## src/design/alod_pkg.sv

```systemverilog
// Purpose: Shared constants for the arithmetic and logic opcode decoder.
// Assumes: Opcode bytes arrive one per cycle from the prefetch queue.
// Notes:   Clock figures are core clocks of the executing datapath.
package alod_pkg;

   // ==========================================================
   // Opcode patterns
   localparam logic [7:0] OPC_ADJ_MUL   = 8'hd4;
   localparam logic [7:0] OPC_ADJ_DIV   = 8'hd5;
   localparam logic [7:0] OPC_ADJ_BASE  = 8'h0a;
   localparam logic [7:0] OPC_BYTE_SX   = 8'h98;
   localparam logic [7:0] OPC_WORD_SX   = 8'h99;
   localparam logic [6:0] OPC_GRP3      = 7'h7b;
   localparam logic [6:0] OPC_GRP1      = 7'h40;
   localparam logic [6:0] OPC_TEST_RM   = 7'h42;
   localparam logic [6:0] OPC_SHIFT1    = 7'h68;
   localparam logic [5:0] OPC_AND_RM    = 6'h08;
   localparam logic [5:0] OPC_OR_RM     = 6'h02;
   localparam logic [5:0] OPC_XOR_RM    = 6'h0c;
   localparam logic [6:0] OPC_AND_ACC   = 7'h12;
   localparam logic [6:0] OPC_OR_ACC    = 7'h06;
   localparam logic [6:0] OPC_XOR_ACC   = 7'h1a;

   // ==========================================================
   // ModRM sub-opcodes
   localparam logic [2:0] SUB_TEST = 3'h0;
   localparam logic [2:0] SUB_OR   = 3'h1;
   localparam logic [2:0] SUB_AND  = 3'h4;
   localparam logic [2:0] SUB_XOR  = 3'h6;
   localparam logic [2:0] SUB_UDIV = 3'h6;
   localparam logic [2:0] SUB_SDIV = 3'h7;
   localparam logic [1:0] MOD_REG  = 2'h3;

   // ==========================================================
   // Clock counts
   localparam logic [5:0] CLK_ADJ_MUL  = 6'h13;
   localparam logic [5:0] CLK_ADJ_DIV  = 6'h0f;
   localparam logic [5:0] CLK_DIV_RB   = 6'h1d;
   localparam logic [5:0] CLK_DIV_RW   = 6'h26;
   localparam logic [5:0] CLK_DIV_MB   = 6'h23;
   localparam logic [5:0] CLK_DIV_MW   = 6'h2c;
   localparam logic [5:0] CLK_BYTE_SX  = 6'h02;
   localparam logic [5:0] CLK_WORD_SX  = 6'h04;
   localparam logic [5:0] CLK_RM_REG   = 6'h03;
   localparam logic [5:0] CLK_RM_MEM   = 6'h0a;
   localparam logic [5:0] CLK_IMM_REG  = 6'h04;
   localparam logic [5:0] CLK_IMM_MEM  = 6'h0a;
   localparam logic [5:0] CLK_AND_IMEM = 6'h10;
   localparam logic [5:0] CLK_ACC_8    = 6'h03;
   localparam logic [5:0] CLK_ACC_16   = 6'h04;
   localparam logic [5:0] CLK_SHF_REG  = 6'h02;
   localparam logic [5:0] CLK_SHF_MEM  = 6'h0f;

   // ==========================================================
   // Operation codes handed to the datapath
   typedef enum logic [3:0] {
      ALOD_OP_NONE   = 4'h0,
      ALOD_OP_AAM    = 4'h1,
      ALOD_OP_AAD    = 4'h2,
      ALOD_OP_UDIV   = 4'h3,
      ALOD_OP_SDIV   = 4'h4,
      ALOD_OP_BSX    = 4'h5,
      ALOD_OP_WSX    = 4'h6,
      ALOD_OP_AND    = 4'h7,
      ALOD_OP_OR     = 4'h8,
      ALOD_OP_XOR    = 4'h9,
      ALOD_OP_TEST   = 4'ha,
      ALOD_OP_SHIFT  = 4'hb
   } alod_op_t;

endpackage : alod_pkg

```

## src/design/alod_decoder.sv

```systemverilog
// Purpose: Decodes adjust, divide, sign-extend, logic and shift opcodes.
// Assumes: Bytes come one per cycle with byte_valid; byte_ready stalls.
// Notes:   Each decoded instruction holds busy for its clock count.
//
// How it works
// - Bytes d4 then 0a decode as ascii adjust after multiply, 19 clocks.
// - Group 3 with sub-opcode 6 is unsigned divide, 29/38/35/44 clocks.
// - Group 3 with sub-opcode 7 is signed divide with the same timing.
// - Bytes d5 then 0a decode as ascii adjust before divide, 15 clocks.
// - Byte 98 is byte_sign_extend, 2 clocks.
// - Byte 99 is word_sign_extend, 4 clocks.
// - Exclusive-or decodes in rm 3/10, immediate 4/10, accumulator 3/4.
// - Test ANDs for flags only, rm form 3/10 and immediate form 4/10.
// - Opcode d0/d1 shifts by one, shift_operation_select picks it, 2/15.
// - Accumulator forms take the first figure for 8 bits, second for 16.
`timescale 1ns/1ps
module alod_decoder #(
   parameter int CW = 6
) (
   input  wire logic               clk,
   input  wire logic               reset_n,
   input  wire logic [7:0]         byte_in,
   input  wire logic               byte_valid,
   output logic                    byte_ready,
   output alod_pkg::alod_op_t      op_out,
   output logic                    op_word,
   output logic                    op_mem,
   output logic                    op_result_discard,
   output logic [2:0]              shift_operation_select,
   output logic [CW-1:0]           op_clocks,
   output logic                    op_start,
   output logic                    op_done,
   output logic                    illegal
);
   import alod_pkg::*;

   // ==========================================================
   // State machine
   typedef enum logic [3:0] {
      ST_OP   = 4'b0001,
      ST_SEC  = 4'b0010,
      ST_EXEC = 4'b0100,
      ST_WAIT = 4'b1000
   } alod_state_t;

   alod_state_t state_reg;
   alod_state_t state_next;
   logic [7:0]  first_reg;
   logic        busy;
   logic        tdone;

   wire take = byte_valid && byte_ready;
   wire w0   = first_reg[0];

   // ==========================================================
   // First byte classes
   wire b_grp3  = byte_in[7:1] == OPC_GRP3;
   wire b_grp1  = byte_in[7:1] == OPC_GRP1;
   wire b_testr = byte_in[7:1] == OPC_TEST_RM;
   wire b_shf   = byte_in[7:1] == OPC_SHIFT1;
   wire b_rm    = byte_in[7:2] == OPC_AND_RM || byte_in[7:2] == OPC_OR_RM ||
                  byte_in[7:2] == OPC_XOR_RM;
   wire b_adj   = byte_in == OPC_ADJ_MUL || byte_in == OPC_ADJ_DIV;
   wire b_acc   = byte_in[7:1] == OPC_AND_ACC || byte_in[7:1] == OPC_OR_ACC ||
                  byte_in[7:1] == OPC_XOR_ACC;
   wire b_sx    = byte_in == OPC_BYTE_SX || byte_in == OPC_WORD_SX;
   wire b_two   = b_grp3 || b_grp1 || b_testr || b_shf || b_rm || b_adj;

   // ==========================================================
   // Single byte decode
   wire alod_op_t one_op =
      byte_in == OPC_BYTE_SX         ? ALOD_OP_BSX :
      byte_in == OPC_WORD_SX         ? ALOD_OP_WSX :
      byte_in[7:1] == OPC_AND_ACC    ? ALOD_OP_AND :
      byte_in[7:1] == OPC_OR_ACC     ? ALOD_OP_OR  :
                                       ALOD_OP_XOR;
   wire [CW-1:0] one_clk =
      byte_in == OPC_BYTE_SX ? CW'(CLK_BYTE_SX) :
      byte_in == OPC_WORD_SX ? CW'(CLK_WORD_SX) :
      byte_in[0]             ? CW'(CLK_ACC_16) :
                               CW'(CLK_ACC_8);

   // ==========================================================
   // Second byte decode
   wire [2:0] sub = byte_in[5:3];
   wire       mem = byte_in[7:6] != MOD_REG;
   wire       f_grp3 = first_reg[7:1] == OPC_GRP3;
   wire       f_grp1 = first_reg[7:1] == OPC_GRP1;
   wire       f_shf  = first_reg[7:1] == OPC_SHIFT1;
   wire       f_test = first_reg[7:1] == OPC_TEST_RM;
   wire       f_adj  = first_reg == OPC_ADJ_MUL || first_reg == OPC_ADJ_DIV;
   wire [5:0] f_hi   = first_reg[7:2];

   wire [CW-1:0] div_clk = mem ? (w0 ? CW'(CLK_DIV_MW) : CW'(CLK_DIV_MB))
                               : (w0 ? CW'(CLK_DIV_RW) : CW'(CLK_DIV_RB));
   wire [CW-1:0] rm_clk  = mem ? CW'(CLK_RM_MEM) : CW'(CLK_RM_REG);
   wire [CW-1:0] imm_clk = mem ? CW'(CLK_IMM_MEM) : CW'(CLK_IMM_REG);
   wire [CW-1:0] shf_clk = mem ? CW'(CLK_SHF_MEM) : CW'(CLK_SHF_REG);

   wire sec_ok =
      (f_adj && byte_in == OPC_ADJ_BASE) ||
      (f_grp3 && (sub == SUB_UDIV || sub == SUB_SDIV || sub == SUB_TEST)) ||
      (f_grp1 && (sub == SUB_AND || sub == SUB_OR || sub == SUB_XOR)) ||
      f_shf || f_test || f_hi == OPC_AND_RM || f_hi == OPC_OR_RM ||
      f_hi == OPC_XOR_RM;

   wire alod_op_t two_op =
      f_adj && first_reg == OPC_ADJ_MUL ? ALOD_OP_AAM :
      f_adj                             ? ALOD_OP_AAD :
      f_grp3 && sub == SUB_UDIV         ? ALOD_OP_UDIV :
      f_grp3 && sub == SUB_SDIV         ? ALOD_OP_SDIV :
      f_grp3 || f_test                  ? ALOD_OP_TEST :
      f_shf                             ? ALOD_OP_SHIFT :
      f_grp1 && sub == SUB_AND          ? ALOD_OP_AND :
      f_grp1 && sub == SUB_OR           ? ALOD_OP_OR  :
      f_grp1                            ? ALOD_OP_XOR :
      f_hi == OPC_AND_RM                ? ALOD_OP_AND :
      f_hi == OPC_OR_RM                 ? ALOD_OP_OR  :
                                          ALOD_OP_XOR;

   wire [CW-1:0] two_clk =
      first_reg == OPC_ADJ_MUL        ? CW'(CLK_ADJ_MUL) :
      f_adj                           ? CW'(CLK_ADJ_DIV) :
      f_grp3 && sub != SUB_TEST       ? div_clk :
      f_grp3                          ? imm_clk :
      f_shf                           ? shf_clk :
      f_grp1 && sub == SUB_AND && mem ? CW'(CLK_AND_IMEM) :
      f_grp1                          ? imm_clk :
                                        rm_clk;

   // ==========================================================
   // Control
   wire start1 = state_reg == ST_OP && take && (b_acc || b_sx);
   wire start2 = state_reg == ST_SEC && take && sec_ok;
   wire bad1   = state_reg == ST_OP && take && !(b_acc || b_sx || b_two);
   wire bad2   = state_reg == ST_SEC && take && !sec_ok;
   wire tload  = start1 || start2;
   wire [CW-1:0] tcount = start1 ? one_clk : two_clk;

   always_comb begin
      state_next = state_reg;
      case (state_reg)
         ST_OP: begin
            if (take && (b_acc || b_sx)) state_next = ST_EXEC;
            else if (take && b_two) state_next = ST_SEC;
         end
         ST_SEC:  if (take) state_next = sec_ok ? ST_EXEC : ST_OP;
         ST_EXEC: state_next = ST_WAIT;
         ST_WAIT: if (!busy) state_next = ST_OP;
         default: state_next = ST_OP;
      endcase
   end

   // Ready is registered from the next state so that it leaves a flip-flop.
   always_ff @(posedge clk or negedge reset_n) begin
      if (!reset_n) begin
         state_reg  <= ST_OP;
         first_reg  <= '0;
         byte_ready <= 1'b1;
      end else begin
         state_reg  <= state_next;
         byte_ready <= state_next == ST_OP || state_next == ST_SEC;
         if (state_reg == ST_OP && take) first_reg <= byte_in;
      end
   end

   always_ff @(posedge clk or negedge reset_n) begin
      if (!reset_n) begin
         op_out                 <= ALOD_OP_NONE;
         op_word                <= 1'b0;
         op_mem                 <= 1'b0;
         op_result_discard      <= 1'b0;
         shift_operation_select <= '0;
         op_clocks              <= '0;
         op_start               <= 1'b0;
         illegal                <= 1'b0;
      end else begin
         op_start <= tload;
         illegal  <= bad1 || bad2;
         if (start1) begin
            op_out            <= one_op;
            op_word           <= byte_in[0];
            op_mem            <= 1'b0;
            op_result_discard <= 1'b0;
            op_clocks         <= one_clk;
         end else if (start2) begin
            op_out            <= two_op;
            op_word           <= w0;
            op_mem            <= mem;
            op_result_discard <= two_op == ALOD_OP_TEST;
            shift_operation_select <= sub;
            op_clocks         <= two_clk;
         end
      end
   end

   alod_cycle_timer #(.W(CW)) u_timer (
      .clk     (clk),
      .reset_n (reset_n),
      .load    (tload),
      .count   (tcount),
      .busy    (busy),
      .done    (tdone)
   );

   always_ff @(posedge clk or negedge reset_n) begin
      if (!reset_n) op_done <= 1'b0;
      else          op_done <= tdone;
   end

   // ==========================================================
   // Checks
   a_aam_clocks: assert property (@(posedge clk)
      disable iff (!reset_n)
      op_start && op_out == ALOD_OP_AAM |-> op_clocks == CW'(CLK_ADJ_MUL))
      else $error("ascii adjust after multiply clocks wrong");
   a_udiv_clocks: assert property (@(posedge clk)
      disable iff (!reset_n)
      op_start && op_out == ALOD_OP_UDIV |-> op_clocks ==
      (op_mem ? (op_word ? CW'(CLK_DIV_MW) : CW'(CLK_DIV_MB))
              : (op_word ? CW'(CLK_DIV_RW) : CW'(CLK_DIV_RB))))
      else $error("unsigned divide clocks wrong");
   a_sdiv_clocks: assert property (@(posedge clk)
      disable iff (!reset_n)
      op_start && op_out == ALOD_OP_SDIV |-> op_clocks ==
      (op_mem ? (op_word ? CW'(CLK_DIV_MW) : CW'(CLK_DIV_MB))
              : (op_word ? CW'(CLK_DIV_RW) : CW'(CLK_DIV_RB))))
      else $error("signed divide clocks wrong");
   a_aad_decode: assert property (@(posedge clk)
      disable iff (!reset_n)
      state_reg == ST_SEC && take && first_reg == OPC_ADJ_DIV &&
      byte_in == OPC_ADJ_BASE |=> op_start && op_out == ALOD_OP_AAD &&
      op_clocks == CW'(CLK_ADJ_DIV))
      else $error("ascii adjust before divide not decoded");
   a_bsx_decode: assert property (@(posedge clk)
      disable iff (!reset_n)
      state_reg == ST_OP && take && byte_in == OPC_BYTE_SX
      |=> op_start && op_out == ALOD_OP_BSX && op_clocks == CW'(CLK_BYTE_SX))
      else $error("byte sign extend not decoded");
   a_wsx_done: assert property (@(posedge clk)
      disable iff (!reset_n)
      state_reg == ST_OP && take && byte_in == OPC_WORD_SX
      |=> op_out == ALOD_OP_WSX ##(4) op_done)
      else $error("word sign extend timing wrong");
   a_xor_acc: assert property (@(posedge clk)
      disable iff (!reset_n)
      state_reg == ST_OP && take && byte_in[7:1] == OPC_XOR_ACC
      |=> op_out == ALOD_OP_XOR && !op_mem)
      else $error("xor accumulator form not decoded");
   a_test_discard: assert property (@(posedge clk)
      disable iff (!reset_n)
      op_start |-> op_result_discard == (op_out == ALOD_OP_TEST))
      else $error("test result not discarded");
   a_shift_clocks: assert property (@(posedge clk)
      disable iff (!reset_n)
      op_start && op_out == ALOD_OP_SHIFT
      |-> op_clocks == (op_mem ? CW'(CLK_SHF_MEM) : CW'(CLK_SHF_REG)))
      else $error("shift clocks wrong");
   a_acc_width: assert property (@(posedge clk)
      disable iff (!reset_n)
      state_reg == ST_OP && take && b_acc
      |=> op_clocks == (op_word ? CW'(CLK_ACC_16) : CW'(CLK_ACC_8)))
      else $error("accumulator form width timing wrong");
   a_and_imm: assert property (@(posedge clk)
      disable iff (!reset_n)
      state_reg == ST_SEC && take && f_grp1 && sub == SUB_AND && mem
      |=> op_out == ALOD_OP_AND && op_clocks == CW'(CLK_AND_IMEM))
      else $error("and immediate memory clocks wrong");
   a_or_imm: assert property (@(posedge clk)
      disable iff (!reset_n)
      state_reg == ST_SEC && take && f_grp1 && sub == SUB_OR && mem
      |=> op_out == ALOD_OP_OR && op_clocks == CW'(CLK_IMM_MEM))
      else $error("or immediate memory clocks wrong");

endmodule : alod_decoder

```

## src/design/alod_cycle_timer.sv

```systemverilog
// Purpose: Counts down the execution clocks of one instruction.
// Assumes: A load arrives only while the timer is idle.
// Notes:   Done pulses in the last clock of the instruction.
`timescale 1ns/1ps
module alod_cycle_timer #(
   parameter int W = 6
) (
   input  wire logic         clk,
   input  wire logic         reset_n,
   input  wire logic         load,
   input  wire logic [W-1:0] count,
   output logic              busy,
   output logic              done
);
   logic [W-1:0] cnt_reg;
   wire          last = busy && (cnt_reg == W'(1));

   always_ff @(posedge clk or negedge reset_n) begin
      if (!reset_n) begin
         cnt_reg <= '0;
         busy    <= 1'b0;
         done    <= 1'b0;
      end else begin
         done <= 1'b0;
         if (load) begin
            cnt_reg <= count;
            busy    <= 1'b1;
         end else if (busy) begin
            cnt_reg <= cnt_reg - W'(1);
            if (cnt_reg == W'(2)) done <= 1'b1;
            if (last) busy <= 1'b0;
         end
      end
   end
endmodule : alod_cycle_timer

```

## config.mk

```make
export PLATFORM = sky130hd
export DESIGN_NAME = alod_decoder
export DESIGN_NICKNAME = d
export VERILOG_FILES = /design/src/design/alod_pkg.sv /design/src/design/alod_decoder.sv /design/src/design/alod_cycle_timer.sv
export SDC_FILE = /design/constraint.sdc
export NUM_CORES = 1
export LEC_CHECK = 0
export ABC_CLOCK_PERIOD_IN_PS = 4550
export BUFFER_PORTS_ARGS = -buffer_cell sky130_fd_sc_hd__buf_2
export CAP_MARGIN = 20
export CORE_AREA = 5 5 69 71
export CTS_CLUSTER_SIZE = 12
export DETAILED_ROUTE_END_ITERATION = 8
export DIE_AREA = 0 0 74 76
export HOLD_SLACK_MARGIN = 0.12
export PLACE_DENSITY = 0.83
export SYNTH_ARGS = -nofsm -noshare
export SYNTH_HDL_FRONTEND = slang
export SYNTH_SLANG_ARGS = --single-unit
```

## constraint.sdc

```tcl
create_clock -name clk -period 4.55 [get_ports clk]
set_input_delay 0.91 -clock clk [delete_from_list [all_inputs] [get_ports clk]]
set_output_delay 0.91 -clock clk [all_outputs]
set_load 0.02 [all_outputs]
```

* After elaboration in Yosys (flattened, before gate mapping) *
Cells that the tools add are included.
W data, S select, Z words.

operators by class
  add/subtract/negate cells = 1
  eq/ne operators = 38
  multiplexer cells = 56
  bitwise operators = 1
  reductions and logical operators = 56

operators by type and width
  operator               number
  $mux W4                24
  $mux W6                10
  $eq A7 B7 Y1 const B   8
  $eq A8 B8 Y1 const B   6
  $logic_or A1 B1 Y1     29
  $eq A6 B4 Y1 const B   4
  $logic_and A1 B1 Y1    20
  $eq A6 B2 Y1 const B   3
  $pmux W4 S4            1
  $mux W5                3
  $eq A7 B5 Y1 const B   2
  $mux W1                14
  $mux W3                4
  $eq A3 B3 Y1 const B   3
  $eq A4 B1 Y1 const B   2
  $eq A4 B2 Y1 const B   2
  $eq A4 B4 Y1 const B   2
  $eq A8 B4 Y1 const B   1
  $eq A7 B3 Y1 const B   1
  $eq A6 B1 Y1 const B   1
  $sub A6 B1 Y6 const B  1
  $eq A4 B3 Y1 const B   1
  $reduce_bool A2 Y1     2
  $eq A3 B1 Y1 const B   1
  other kinds (6)        7

word-level totals
  flip-flop bits (word level) = 40
  input bits = 11
  output and inout bits = 20
  logic and storage cells = 167

* Logic depth before layout (Yosys ltp) *
Gate-level depths: netlist of the first run.

  depth after elaboration = 16
  gate-level depth with buffers = 9
  mapped depth without buffers = 8

* By module *
From an unflattened synthesis of the first run, not the netlist that was laid out.

unflattened totals
  cell total of the unflattened synthesis = 278
  area, all modules = 2499.9 um2

by module, submodules not included
  module            times used  cells each  area an instance (um2)  seq. area each (um2)
  alod_decoder      1           233         2024.4                  803.3
  alod_cycle_timer  1           45          475.5                   200.2

* Worst setup path before layout of the first run *
No wires, ideal clock.

  path type = input to register
  start = input port byte_in[3]
  end = register op_out[1]
  library setup time = 0.086 ns
  arrival time = 2.820 ns
  required time = 4.464 ns
  slack = 1.645 ns
  stages = 8
  buffers on the path = 2
  cells stage by stage = buf_4 -> or4b_1 -> nor4_4 -> a2111oi_2 -> a31o_1 -> buf_4 -> or3_1 -> a32oi_1

on the way
  cells in the longest elaborated chain, start to end = 13
  elaborated cells between the ends (all ways) = 49
  those cells by class = 10 x eq/ne; 13 x mux; 26 x reduce/logical

RTL lines
  element                                                           RTL line             source
  from (decl)                                                       alod_decoder.sv:22   input wire logic [7:0] byte_in,
  parallel branches: the longest is 13 deep, another holds $mux W4  n/a
  to (signal assigned)                                              alod_decoder.sv:181  op_out <= one_op;
  to (signal assigned)                                              alod_decoder.sv:187  op_out <= two_op;
  to (decl)                                                         alod_decoder.sv:25   output alod_pkg::alod_op_t op_out,

Several ways; the timed one is not identified. The select of a mux whose other input is x is not followed.
A chain may end at the register's enable or synchronous reset.

* Worst setup path in the final report of the first run *
  start = input port byte_in[5]
  end = register op_out[3]

Same word-level chain as after synthesis.

==> summary.txt, run 1 <==
Outcome
  – Status: completed

Logic synthesis
  – Synth warn: 0
  – Number of library cell types mapped by synthesis: 57
  – Seq/Total Area, Yosys: 40.9%
  – Post-synth EDFFs: 0
  – Post-Syn Area: 2450 µm²
  – Syn Inst Count: 283
  – Dominant synthesized flop cell: dfrtp_1
  – Avg Cell Area, Syn: 8.67 µm²
  – Ys async rst share: 100%
  – Synth area leader: dfrtp_1
  – Post-synth top cells: 53 x nand2_1, 38 x dfrtp_1, 19 x nand3_1
  – Ranking of synthesized cells by area: dfrtp_1 39%, nand2_1 8.1%, nand3_1 3.9%
  – Synth Register Bits: 40
  – Most common cell in the synthesized netlist: nand2_1
  – Syn Nets: 299
  – Post-synth top area share: 38.8%

Floorplanning
  – Die area: 5620 µm²
  – Row count: 24
  – Io pins: 31
  – Core Box Area: 4170 µm²
  – Die height: 76 µm
  – Die width: 74 µm
  – Initial Utilization: 58.8%

Placement
  – DP HPWL: 4640 µm
  – # placed instances: 352
  – GPL Wtd Cong: 0.893
  – Port Buffer Count: 30
  – DP Worst Slack: 1080 ps

CTS
  – H-tree depth: 2
  – Setup bufs post-CTS: 0
  – Worst-path clk slew: 80 ps
  – Root Driver: clkbuf_8
  – Post-cts gate resize count: 0
  – Max Root-Sink Buffers: 2
  – Clock Sink Count: 40
  – Post-cts hold buffer count: 0
  – CTS tree: done
  – Number of CTS-inserted buffers: 5
  – Clk_lat worst skew: 290 ps

Route
  – DR WL met2: 2960 µm
  – Routed length per instance: 17.3 µm
  – Initial DRT Pass Iterations: 5
  – Vias/cell: 6.40
  – Vias: 2304
  – Initial DRC Count: 213
  – Final WL: 6210 µm
  – DR WL met3: 429 µm
  – Max Used Layer: met4
  – WL met1: 2640 µm
  – ANT nets after route: 0
  – Drc violations: 0

Worst setup path
  – R2R Path Start: first_reg[5]
  – Largest delay share family, worst path: simple AND/OR/NAND/NOR gates
  – Critical R2R Capture: op_out[3]
  – Critical path class: input pin to register
  – CP Buf/Inv Count: 1
  – Startpoint Class: input pin
  – CP Cell Sequence: buf_2 -> or4b_1 -> nor4_4 -> a2111oi_2 -> a31o_1 -> or4_1 -> a31oi_1
  – Crit. End Element: register
  – R2R Setup Slk: 1460 ps
  – R2r worst-path depth: 6
  – Master of the slowest instance on the critical path: or4_1
  – CP Data Arrival Time: 3380 ps
  – Data required, critical path: 4760 ps
  – Crit path max fanout: 22
  – Slowest stage delay, CP: 630 ps

Cells and area
  – ANT cells: 0
  – FF/Latch Area: 1000 µm²
  – Final net count: 323
  – Filler Cell Count: 359
  – Layout cells sized above 1: 17.9%
  – Max FFs per register: 8
  – Synth-to-layout area growth: 9.84%
  – Multi-input gate area: 1360 µm²
  – Non-Filler Instances: 360

Power and ir drop
  – Clock network power share: 17.5%
  – Max VDD drop: 0.000269 V
  – Internal power: 0.774 mW
  – Power Density: 490 nW/µm²
  – Combinational Power Share: 36.8%
  – Switching Fraction: 41.5%
  – P_sw: 0.548 mW
  – Total power: 1.32 mW
  – Leakage: 1.29 nW
  – Part of the power in registers: 45.7%

Flow run
  – MaxCap Viol Count: 0

Timing
  – Tmin final: 3170 ps
  – Worst-Margin Slew: 875 ps
  – # setup viols final: 0
  – Fin Clk Skew: 7.45 ps
  – Setup TNS Final: 0 ps
  – Slew Viols, Final: 0
  – Hold Fails Final Rpt: 0
  – Fin worst setup slack: 1380 ps
  – Final critical-path share of the clock period: 69.8%
  – Max Clock Freq: 0.315 GHz
  – Slew headroom: 41.7%
  – RSZ-0062 raised after global routing: no

Worst hold path
  – Worst min-delay path class: register to register
  – Hold Path End: op_done
  – WHS Path Cells: 0
  – Hold path start: u_timer.done

GRT
  – Initial antenna violation count: 0
  – Grt total ovfl: 0
  – Largest net degree at the start of global routing: 41
  – Vias in the first global route: 2250
  – Global-route wire length before repair: 10900 µm
  – Overall Global Routing Usage: 24.2%
worst reg2reg max path, stage by stage, from the launching register on:
cell	delay [ps]
dfrtp_1	440
nor4b_1	640
and2_0	440
a32oi_1	170
a31o_1	490
or4_1	630
a31oi_1	200
through the flow:
stage | hold slack, ps | cell area [µm²] | utilization, %
6_report | 360 | 2700 | 64.6
5_1_grt | 370 | 2700 | 64.6
4_1_cts | 362 | 2700 | 64.6
3_5_place_dp | 344 | 2610 | 62.5
3_3_place_gp | 332 | 2610 | 62.5
2_1_floorplan | 331 | 2450 | -
power groups by stage:
stage	Clock, mW	Sequential (mW)	Combinational, mW
2_1_floorplan	0	0.593	0.358
3_3_place_gp	0	0.598	0.468
6_report	0.231	0.604	0.487
5_1_grt	0.255	0.626	0.551
3_5_place_dp	0	0.606	0.485
4_1_cts	0.239	0.600	0.486
cells by family (layout without fill, tap and decap cells):
| family | Yosys count | in the layout | share of synthesized area [%] |
|---|---|---|---|
| buf+inv | 21 | 46 | 3.88 |
| compound gates | 60 | 60 | 17.4 |
| flops | 40 | 40 | 40.9 |
| fa+ha+maj | 5 | 5 | 2.55 |
| simple gates | 151 | 151 | 32.7 |
| mux | 6 | 6 | 2.55 |
cell type report:
class	instances	area share (%)
clock buffers	5	2.55
clock inverters	3	0.696
inverters	7	0.975
multi-input cells	222	50.3
flip-flops and latches	40	37.2
well taps	52	2.41
repair buffers	31	5.85
worst max-delay path by stage:
| stage | from | endpoint | depth (start not counted) |
|---|---|---|---|
| 6_report | byte_in[5] | op_out[3] | 7 |
| 5_1_grt | byte_in[5] | u_timer.cnt_reg[0] | 7 |
| 4_1_cts | byte_in[5] | op_out[3] | 7 |
| 3_5_place_dp | byte_in[5] | op_out[3] | 7 |
| 3_3_place_gp | byte_in[5] | u_timer.cnt_reg[0] | 7 |
| 2_1_floorplan | byte_in[3] | op_out[1] | 8 |
placed cells by master (no fill, tap or decap), types with 2 or more instances in the layout:
cell | synthesis | final
nand3_1 | 19 | 19
o31ai_1 | 2 | 2
dfrtp_1 | 38 | 38
nor2b_1 | 3 | 3
a32oi_1 | 2 | 2
or4b_1 | 2 | 2
nand3b_1 | 3 | 3
and3_1 | 5 | 5
clkinv_2 | 0 | 2
nor2_1 | 17 | 17
a31oi_1 | 4 | 4
nor4b_1 | 5 | 5
a2111oi_0 | 2 | 2
a211oi_1 | 7 | 7
nand2b_1 | 2 | 2
a21oi_1 | 11 | 11
or3_1 | 3 | 3
a21o_1 | 4 | 4
nor3_1 | 16 | 16
mux2i_1 | 4 | 4
buf_2 | 4 | 30
mux2_2 | 2 | 2
or4_1 | 3 | 3
o21ai_0 | 13 | 13
dfstp_2 | 2 | 2
nand4_1 | 4 | 4
inv_1 | 6 | 6
nor3b_1 | 2 | 2
nand2_1 | 53 | 53
nand4b_1 | 2 | 2
clkbuf_8 | 0 | 5
ha_1 | 5 | 5
and4b_1 | 3 | 3
or4b_2 | 2 | 2
per-layer routing:
| layer | track usage (%) | vias up |
|---|---|---|
| met2 | 36.5 | 104 |
| met1 | 33.6 | 1090 |
| met3 | 4.35 | 21 |
| met5 | 0 | - |
| met4 | 10.7 | 0 |
| li1 | - | 1089 |
Note: power is estimated with default switching activity, not from simulation.
==> inputs of run 2 (changes only) <==
--- a/config.mk
+++ b/config.mk
@@ -5,15 +5,16 @@
 export SDC_FILE = /design/constraint.sdc
 export NUM_CORES = 1
 export LEC_CHECK = 0
-export ABC_CLOCK_PERIOD_IN_PS = 4550
+export ABC_AREA = 1
+export ABC_CLOCK_PERIOD_IN_PS = 2600
 export BUFFER_PORTS_ARGS = -buffer_cell sky130_fd_sc_hd__buf_2
 export CAP_MARGIN = 20
-export CORE_AREA = 5 5 69 71
+export CORE_AREA = 5 5 77 79
 export CTS_CLUSTER_SIZE = 12
 export DETAILED_ROUTE_END_ITERATION = 8
-export DIE_AREA = 0 0 74 76
+export DIE_AREA = 0 0 82 84
 export HOLD_SLACK_MARGIN = 0.12
-export PLACE_DENSITY = 0.83
+export PLACE_DENSITY = 0.74
 export SYNTH_ARGS = -nofsm -noshare
 export SYNTH_HDL_FRONTEND = slang
 export SYNTH_SLANG_ARGS = --single-unit
==> constraint.sdc (replaced) <==
create_clock -name clk -period 2.6 [get_ports clk]
set_input_delay 0.52 -clock clk [delete_from_list [all_inputs] [get_ports clk]]
set_output_delay 0.52 -clock clk [all_outputs]
set_load 0.02 [all_outputs]
==> summary.txt, run 2 <==
Logic synthesis
  – Syn Inst Count: 366 (was 283)
  – Simple-gate share of the synthesized area: 41.2% (was 32.7%)
  – Synth warn: 0 (unchanged)
  – Syn Nets: 382 (was 299)
  – Post-synth top cells: 115 x nand2_1, 45 x nand3_1, 39 x inv_1 (was 53 x nand2_1, 38 x dfrtp_1, 19 x nand3_1)
  – Number of library cell types mapped by synthesis: 33 (was 57)
  – Dominant synthesized flop cell: dfrtp_1 (unchanged)
  – Post-synth top area share: 36.6% (was 38.8%)
  – Post-Syn Area: 2600 µm² (was 2450 µm²)
  – Post-Synth Adder-Cell Area: 2.41% (was 2.55%)
  – Ranking of synthesized cells by area: dfrtp_1 37%, nand2_1 17%, nand3_1 8.7% (was dfrtp_1 39%, nand2_1 8.1%, nand3_1 3.9%)
  – Largest family of logic cells by synthesized area: simple AND/OR/NAND/NOR gates (unchanged)
  – Avg Cell Area, Syn: 7.10 µm² (was 8.67 µm²)
  – Most common cell in the synthesized netlist: nand2_1 (unchanged)
  – Fraction of synthesized cell area in xor and xnor cells: 1.01% (was 0%)
  – Synth Register Bits: 40 (unchanged)
  – Post-synth EDFFs: 0 (unchanged)
  – Post-synthesis compound-gate area fraction: 7.84% (was 17.4%)
  – Ys async rst share: 100% (unchanged)
  – Post-synthesis mux area share: 0% (was 2.55%)
  – Seq/Total Area, Yosys: 38.6% (was 40.9%)
  – Synth area leader: dfrtp_1 (unchanged)

Power and ir drop
  – Leakage: 1.64 nW (was 1.29 nW)
  – Total power: 2.35 mW (was 1.32 mW)
  – Max VDD drop: 0.000375 V (was 0.000269 V)
  – Power Density: 810 nW/µm² (was 490 nW/µm²)

Worst hold path
  – Worst min-delay path class: input pin to async pin (was register to register)

Floorplanning
  – Die height: 84 µm (was 76 µm)
  – Die area: 6890 µm² (was 5620 µm²)
  – Die width: 82 µm (was 74 µm)
  – Row count: 27 (was 24)
  – Initial Utilization: 49.3% (was 58.8%)
  – Io pins: 31 (unchanged)
  – Core Box Area: 5270 µm² (was 4170 µm²)

Placement
  – DP Worst Slack: 357 ps (was 1080 ps)
  – GPL Wtd Cong: 0.966 (was 0.893)
  – Port Buffer Count: 30 (unchanged)
  – DP HPWL: 4840 µm (was 4640 µm)
  – # placed instances: 462 (was 352)

Worst setup path
  – R2R Path Start: first_reg[5] (unchanged)
  – Data required, critical path: 2800 ps (was 4760 ps)
  – Critical path class: register to register (was input pin to register)
  – R2r worst-path depth: 13 (was 6)
  – CP Buf/Inv Count: 4 (was 1)
  – Master of the slowest instance on the critical path: dfrtp_1 (was or4_1)
  – CP Data Arrival Time: 2270 ps (was 3380 ps)
  – Largest delay share family, worst path: simple AND/OR/NAND/NOR gates (unchanged)
  – Slowest stage delay, CP: 450 ps (was 630 ps)
  – Startpoint Class: register (was input pin)
  – Crit. End Element: register (unchanged)
  – Critical R2R Capture: u_timer.cnt_reg[2] (was op_out[3])
  – R2R Setup Slk: 530 ps (was 1460 ps)
  – CP Cell Sequence: inv_1 -> nand3_1 -> inv_1 -> nand2_1 -> nand2_1 -> nor2_2 -> nand3_2 -> nand2_4 -> nand3_2 -> inv_2 -> nand2_1 -> nand2_1 -> inv_1 (was buf_2 -> or4b_1 -> nor4_4 -> a2111oi_2 -> a31o_1 -> or4_1 -> a31oi_1)
  – Crit path max fanout: 30 (was 22)
  – Most used cell, CP: nand2_1

Cells and area
  – Max FFs per register: 8 (unchanged)
  – Commonest non-fill, non-tap cell in the layout: nand2_1 (unchanged)
  – Final net count: 413 (was 323)
  – Synth-to-layout area growth: 11.5% (was 9.84%)
  – ANT cells: 0 (unchanged)
  – Layout cells sized above 1: 17.8% (was 17.9%)
  – Non-Filler Instances: 470 (was 360)
  – Most frequent cells in the layout: 115 x nand2_1, 45 x nand3_1, 39 x inv_1, 38 x dfrtp_1, 30 x buf_2 (was 53 x nand2_1, 38 x dfrtp_1, 30 x buf_2, 19 x nand3_1, 17 x nor2_1)

Timing
  – Fin worst setup slack: 530 ps (was 1380 ps)
  – Setup TNS Final: 0 ps (unchanged)
  – Hold Fails Final Rpt: 0 (unchanged)
  – Hold_ws: 348 ps (was 360 ps)
  – Fin Clk Skew: 5.38 ps (was 7.45 ps)
  – Worst-Margin Slew: 898 ps (was 875 ps)
  – Tmin final: 2070 ps
  – RSZ-0062 raised after global routing: no (unchanged)
  – Max Clock Freq: 0.483 GHz
  – Final critical-path share of the clock period: 79.6%
  – # setup viols final: 0 (unchanged)
  – Slew Viols, Final: 0 (unchanged)
  – Slew headroom: 40.1% (was 41.7%)

GRT
  – Largest net degree at the start of global routing: 41 (unchanged)
  – Overall Global Routing Usage: 20.4% (was 24.2%)
  – Initial antenna violation count: 0 (unchanged)
  – Grt total ovfl: 0 (unchanged)
  – Vias in the first global route: 2291 (was 2250)
  – Global-route wire length before repair: 11100 µm (was 10900 µm)

Route
  – Initial DRC Count: 170 (was 213)
  – Routed length per instance: 13.5 µm (was 17.3 µm)
  – Vias/cell: 5.19 (was 6.40)
  – Initial DRT Pass Iterations: 4 (was 5)
  – Final WL: 6350 µm (was 6210 µm)
  – Vias: 2439 (was 2304)
  – ANT nets after route: 0 (unchanged)
  – Drc violations: 0 (unchanged)

CTS
  – Clk_lat worst skew: 300 ps (was 290 ps)
  – CTS tree: done (unchanged)
  – Post-cts hold buffer count: 0 (unchanged)
  – Setup bufs post-CTS: 0 (unchanged)
  – Root Driver: clkbuf_8 (unchanged)
  – Worst-path clk slew: 80 ps (about the same)
  – H-tree depth: 2 (unchanged)
  – Max Root-Sink Buffers: 2 (unchanged)
  – Post-cts gate resize count: 0 (unchanged)
  – Clock Sink Count: 40 (unchanged)
  – Number of CTS-inserted buffers: 5 (unchanged)

Flow run
  – MaxCap Viol Count: 0 (unchanged)

Outcome
  – Status: completed (unchanged)
run 2: cell count changes after synthesis, sizes merged, moves of 7 or more:
| cell | before | now |
|---|---|---|
| nor3 | 16 | 7 |
| a211oi | 7 | 0 |
| nand2 | 53 | 124 |
| nand3 | 19 | 50 |
| inv | 7 | 44 |
| nand4 | 4 | 12 |
| clkbuf | 7 | 0 |
| o21ai | 14 | 23 |
| nor2 | 18 | 35 |
run 2: how the worst max path moves through the flow:
stage                       from  cells past startpoint  slack, ps                 end
floorplan             byte_in[5]                     11        920  u_timer.cnt_reg[3]
global placement      byte_in[4]                     14        360  u_timer.cnt_reg[2]
detailed placement    byte_in[4]                     14        360  u_timer.cnt_reg[2]
CTS                 first_reg[5]                     13        570  u_timer.cnt_reg[2]
global route        first_reg[3]                     11        340  u_timer.cnt_reg[5]
finish              first_reg[5]                     13        530  u_timer.cnt_reg[2]
run 2: layout make-up:
| cell class | count | area, µm² |
|---|---|---|
| Fill cell | 503 | 2370 |
| Multi-Input combinational cell | 274 | 1360 |
| Sequential cell | 40 | 1000 |
| Timing Repair Buffer | 32 | 165 |
| Inverter | 44 | 165 |
| Tap cell | 72 | 90.1 |
| Clock buffer | 5 | 68.8 |
| Clock inverter | 3 | 42.5 |
run 2: power breakdown:
part / total, mW / switching (mW) / internal, mW
registers: 0.927 / 0.142 / 0.786
logic: 0.901 / 0.591 / 0.310
clock network: 0.520 / 0.236 / 0.284
total: 2.35 / 0.968 / 1.38
run 2: through the flow:
stage / area [µm²] / utilization, %
floorplan: 2600 / -
global placement: 2790 / 52.9
detailed placement: 2790 / 52.9
CTS: 2900 / 55.0
global route: 2900 / 55.0
finish: 2900 / 55.0
run 2: worst register-to-register path, delay by kind of cell, from the launching register on:
family / cells / cell delay [ps]
buf+inv: 4 / 380
simple gates: 9 / 1150
flops: 1 / 450
run 2: logic make-up after synthesis:
kind of cell | count (synthesis)
fa+ha+maj | 5
xor+xnor | 3
flops | 40
buf+inv | 52
compound gates | 36
simple gates | 230
run 2: layer usage:
metal  up-vias  part of all wire, %  track usage (%)
li1       1251                    -                -
met1      1131                   46             29.8
met2        51                   48             31.4
met4         0                 0.72             4.38
met3         6                  4.3             3.67
met5         -                    0                0
==> inputs of run 3 (changes only) <==
--- a/config.mk
+++ b/config.mk
@@ -6,15 +6,15 @@
 export NUM_CORES = 1
 export LEC_CHECK = 0
 export ABC_AREA = 1
-export ABC_CLOCK_PERIOD_IN_PS = 2600
+export ABC_CLOCK_PERIOD_IN_PS = 2000
 export BUFFER_PORTS_ARGS = -buffer_cell sky130_fd_sc_hd__buf_2
 export CAP_MARGIN = 20
-export CORE_AREA = 5 5 77 79
+export CORE_AREA = 5 5 73 75
 export CTS_CLUSTER_SIZE = 12
 export DETAILED_ROUTE_END_ITERATION = 8
-export DIE_AREA = 0 0 82 84
+export DIE_AREA = 0 0 78 80
 export HOLD_SLACK_MARGIN = 0.12
-export PLACE_DENSITY = 0.74
+export PLACE_DENSITY = 0.78
 export SYNTH_ARGS = -nofsm -noshare
 export SYNTH_HDL_FRONTEND = slang
 export SYNTH_SLANG_ARGS = --single-unit
==> constraint.sdc (replaced) <==
create_clock -name clk -period 2 [get_ports clk]
set_input_delay 0.4 -clock clk [delete_from_list [all_inputs] [get_ports clk]]
set_output_delay 0.4 -clock clk [all_outputs]
set_load 0.02 [all_outputs]
==> summary.txt, run 3 (synthesis gave the netlist of run 2 again) <==
Outcome
  – Status: completed (unchanged)

CTS
  – Clock Sink Count: 40 (unchanged)
  – Number of CTS-inserted buffers: 5 (unchanged)
  – Clk_lat worst skew: 300 ps (about the same)
  – H-tree depth: 2 (unchanged)
  – Worst-path clk slew: 90 ps (was 80 ps)
  – Root Driver: clkbuf_8 (unchanged)
  – Max Root-Sink Buffers: 2 (unchanged)
  – CTS tree: done (unchanged)

Timing
  – Hold Fails Final Rpt: 0 (unchanged)
  – Final critical-path share of the clock period: 95.3% (was 79.6%)
  – Tmin final: 1910 ps (was 2070 ps)
  – # setup viols final: 0 (unchanged)
  – RSZ-0062 raised after global routing: yes (was no)
  – Worst-Margin Slew: 426 ps (was 898 ps)
  – Fin Clk Skew: 8.54 ps (was 5.38 ps)
  – Max Clock Freq: 0.525 GHz (was 0.483 GHz)
  – Slew Viols, Final: 0 (unchanged)
  – Setup TNS Final: 0 ps (unchanged)
  – Slew headroom: 71.5% (was 40.1%)

Worst setup path
  – CP Cell Sequence: inv_1 -> nand2_1 -> nor2_2 -> nand2_2 -> nand2_2 -> nor2_2 -> nand3_2 -> nand2_4 -> buf_4 -> buf_12 -> nand3_1 -> o211ai_2 (was inv_1 -> nand3_1 -> inv_1 -> nand2_1 -> nand2_1 -> nor2_2 -> nand3_2 -> nand2_4 -> nand3_2 -> inv_2 -> nand2_1 -> nand2_1 -> inv_1)
  – Crit path max fanout: 15 (was 30)
  – R2R Setup Slk: 90 ps (was 530 ps)
  – Startpoint Class: register (unchanged)
  – CP Data Arrival Time: 2090 ps (was 2270 ps)
  – Slowest stage delay, CP: 420 ps (was 450 ps)
  – Crit. End Element: register (unchanged)
  – Data required, critical path: 2180 ps (was 2800 ps)
  – Critical path class: register to register (unchanged)
  – Master of the slowest instance on the critical path: dfrtp_1 (unchanged)

Floorplanning
  – Row count: 25 (was 27)
  – Io pins: 31 (unchanged)
  – Initial Utilization: 56.5% (was 49.3%)
  – Core Box Area: 4600 µm² (was 5270 µm²)
  – Die width: 78 µm (was 82 µm)
  – Die area: 6240 µm² (was 6890 µm²)
  – Die height: 80 µm (was 84 µm)

Cells and area
  – Most frequent cells in the layout: 115 x nand2_1, 44 x nand3_1, 39 x inv_1, 36 x dfrtp_1, 30 x buf_2 (was 115 x nand2_1, 45 x nand3_1, 39 x inv_1, 38 x dfrtp_1, 30 x buf_2)
  – ANT cells: 0 (unchanged)
  – Commonest non-fill, non-tap cell in the layout: nand2_1 (unchanged)
  – Filler Cell Count: 436 (was 503)
  – Final net count: 428 (was 413)
  – Max FFs per register: 8 (unchanged)
  – Design Area, Final: 3030 µm² (was 2900 µm²)
  – Synth-to-layout area growth: 16.4% (was 11.5%)
  – Layout cells sized above 1: 21.8% (was 17.8%)

Power and ir drop
  – Leakage: 1.71 nW (was 1.64 nW)
  – Max VDD drop: 0.000548 V (was 0.000375 V)
  – Power Density: 1050 nW/µm² (was 810 nW/µm²)

GRT
  – Overall Global Routing Usage: 24.2% (was 20.4%)
  – Largest net degree at the start of global routing: 17 (was 41)
  – Vias in the first global route: 2621 (was 2291)
  – Grt total ovfl: 0 (unchanged)
  – Global-route wire length before repair: 12100 µm (was 11100 µm)
  – Initial antenna violation count: 0 (unchanged)

Route
  – Initial DRT Pass Iterations: 5 (was 4)
  – Final WL: 7060 µm (was 6350 µm)
  – Initial DRC Count: 161 (was 170)
  – Drc violations: 0 (unchanged)
  – Vias/cell: 5.64 (was 5.19)
  – Vias: 2636 (was 2439)
  – Routed length per instance: 15.1 µm (was 13.5 µm)
  – ANT nets after route: 0 (unchanged)

Flow run
  – MaxCap Viol Count: 0 (unchanged)

Placement
  – Port Buffer Count: 30 (unchanged)
  – Placed Area: 2870 µm² (was 2790 µm²)
  – GPL Wtd Cong: 0.994 (was 0.966)
  – DP HPWL: 5480 µm (was 4840 µm)

Worst hold path
  – Worst min-delay path class: input pin to register (was input pin to async pin)
==> run 3: changes by cell type in the layout (fill, tap and decap cells not counted), sizes merged <==
cell         delta
dlygate4sd3     +1
buf            +14
clkinv          -1
inv             +1
==> run 3: per-stage QoR <==
stage	utilization, %	total power [mW]	hold WS [ps]	instances	worst slack, ps
2_1_floorplan	-	2.06	104	366	404
3_3_place_gp	62.4	2.44	301	456	64.0
3_5_place_dp	62.4	2.46	302	456	38.1
4_1_cts	65.1	3.15	355	465	150
5_1_grt	65.8	3.42	379	467	-25.1
6_report	65.8	3.18	354	467	93.7
==> run 3: critical path: cells and delay by family (launching register included) <==
family                 cells  cell delay [ps]
and+or+nand+nor            8              850
buffers and inverters      3              440
DFF                        1              420
AOI/OAI and AO/OA          1               70
==> run 3: area by class of cell <==
| cell class | count | area [µm²] | area share (%) |
|---|---|---|---|
| Multi-Input combinational cell | 274 | 1380 | 45.5 |
| Sequential cell | 40 | 1010 | 33.3 |
| Inverter | 44 | 168 | 5.54 |
| Tap cell | 54 | 67.6 | 2.23 |
| Clock inverter | 3 | 46.3 | 1.53 |
| Timing Repair Buffer | 47 | 293 | 9.68 |
| Clock buffer | 5 | 68.8 | 2.27 |
==> run 3: path summary, 6_finish.rpt <==
kind / startpoint / endpoint / cells past startpoint
worst max-delay path: first_reg[1] / op_word / 12
worst min-delay path: byte_in[2] / first_reg[2] / 3
worst max register to register: first_reg[1] / op_word / 12
worst min register to register: u_timer.done / op_done / 0
max in group asynchronous: reset_n / byte_ready / 3
min in group asynchronous: reset_n / first_reg[1] / 2
==> run 3: repair_timing <==
item,4_1_cts,5_1_grt
buffers inserted,0,2
hold endpoints to repair,9,0
hold buffers,1,0
gates resized for setup,0,6
endpoints found under the setup margin,0,5
==> run 3: power by group <==
group          switching [mW]  internal [mW]  total, mW  leakage [nW]
clock network           0.322          0.376      0.698        0.0548
logic                   0.812          0.445       1.26          1.14
registers               0.202           1.02       1.23         0.517
total                    1.34           1.85       3.18          1.71
==> run 3: metal layers <==
layer  GRT usage, %  up-vias  wire length, µm
li1               -     1277                -
met2           39.1       99             3210
met4           8.28        0              127
met3           4.06       12              509
met1           33.0     1248             3210
met5              0        -                0
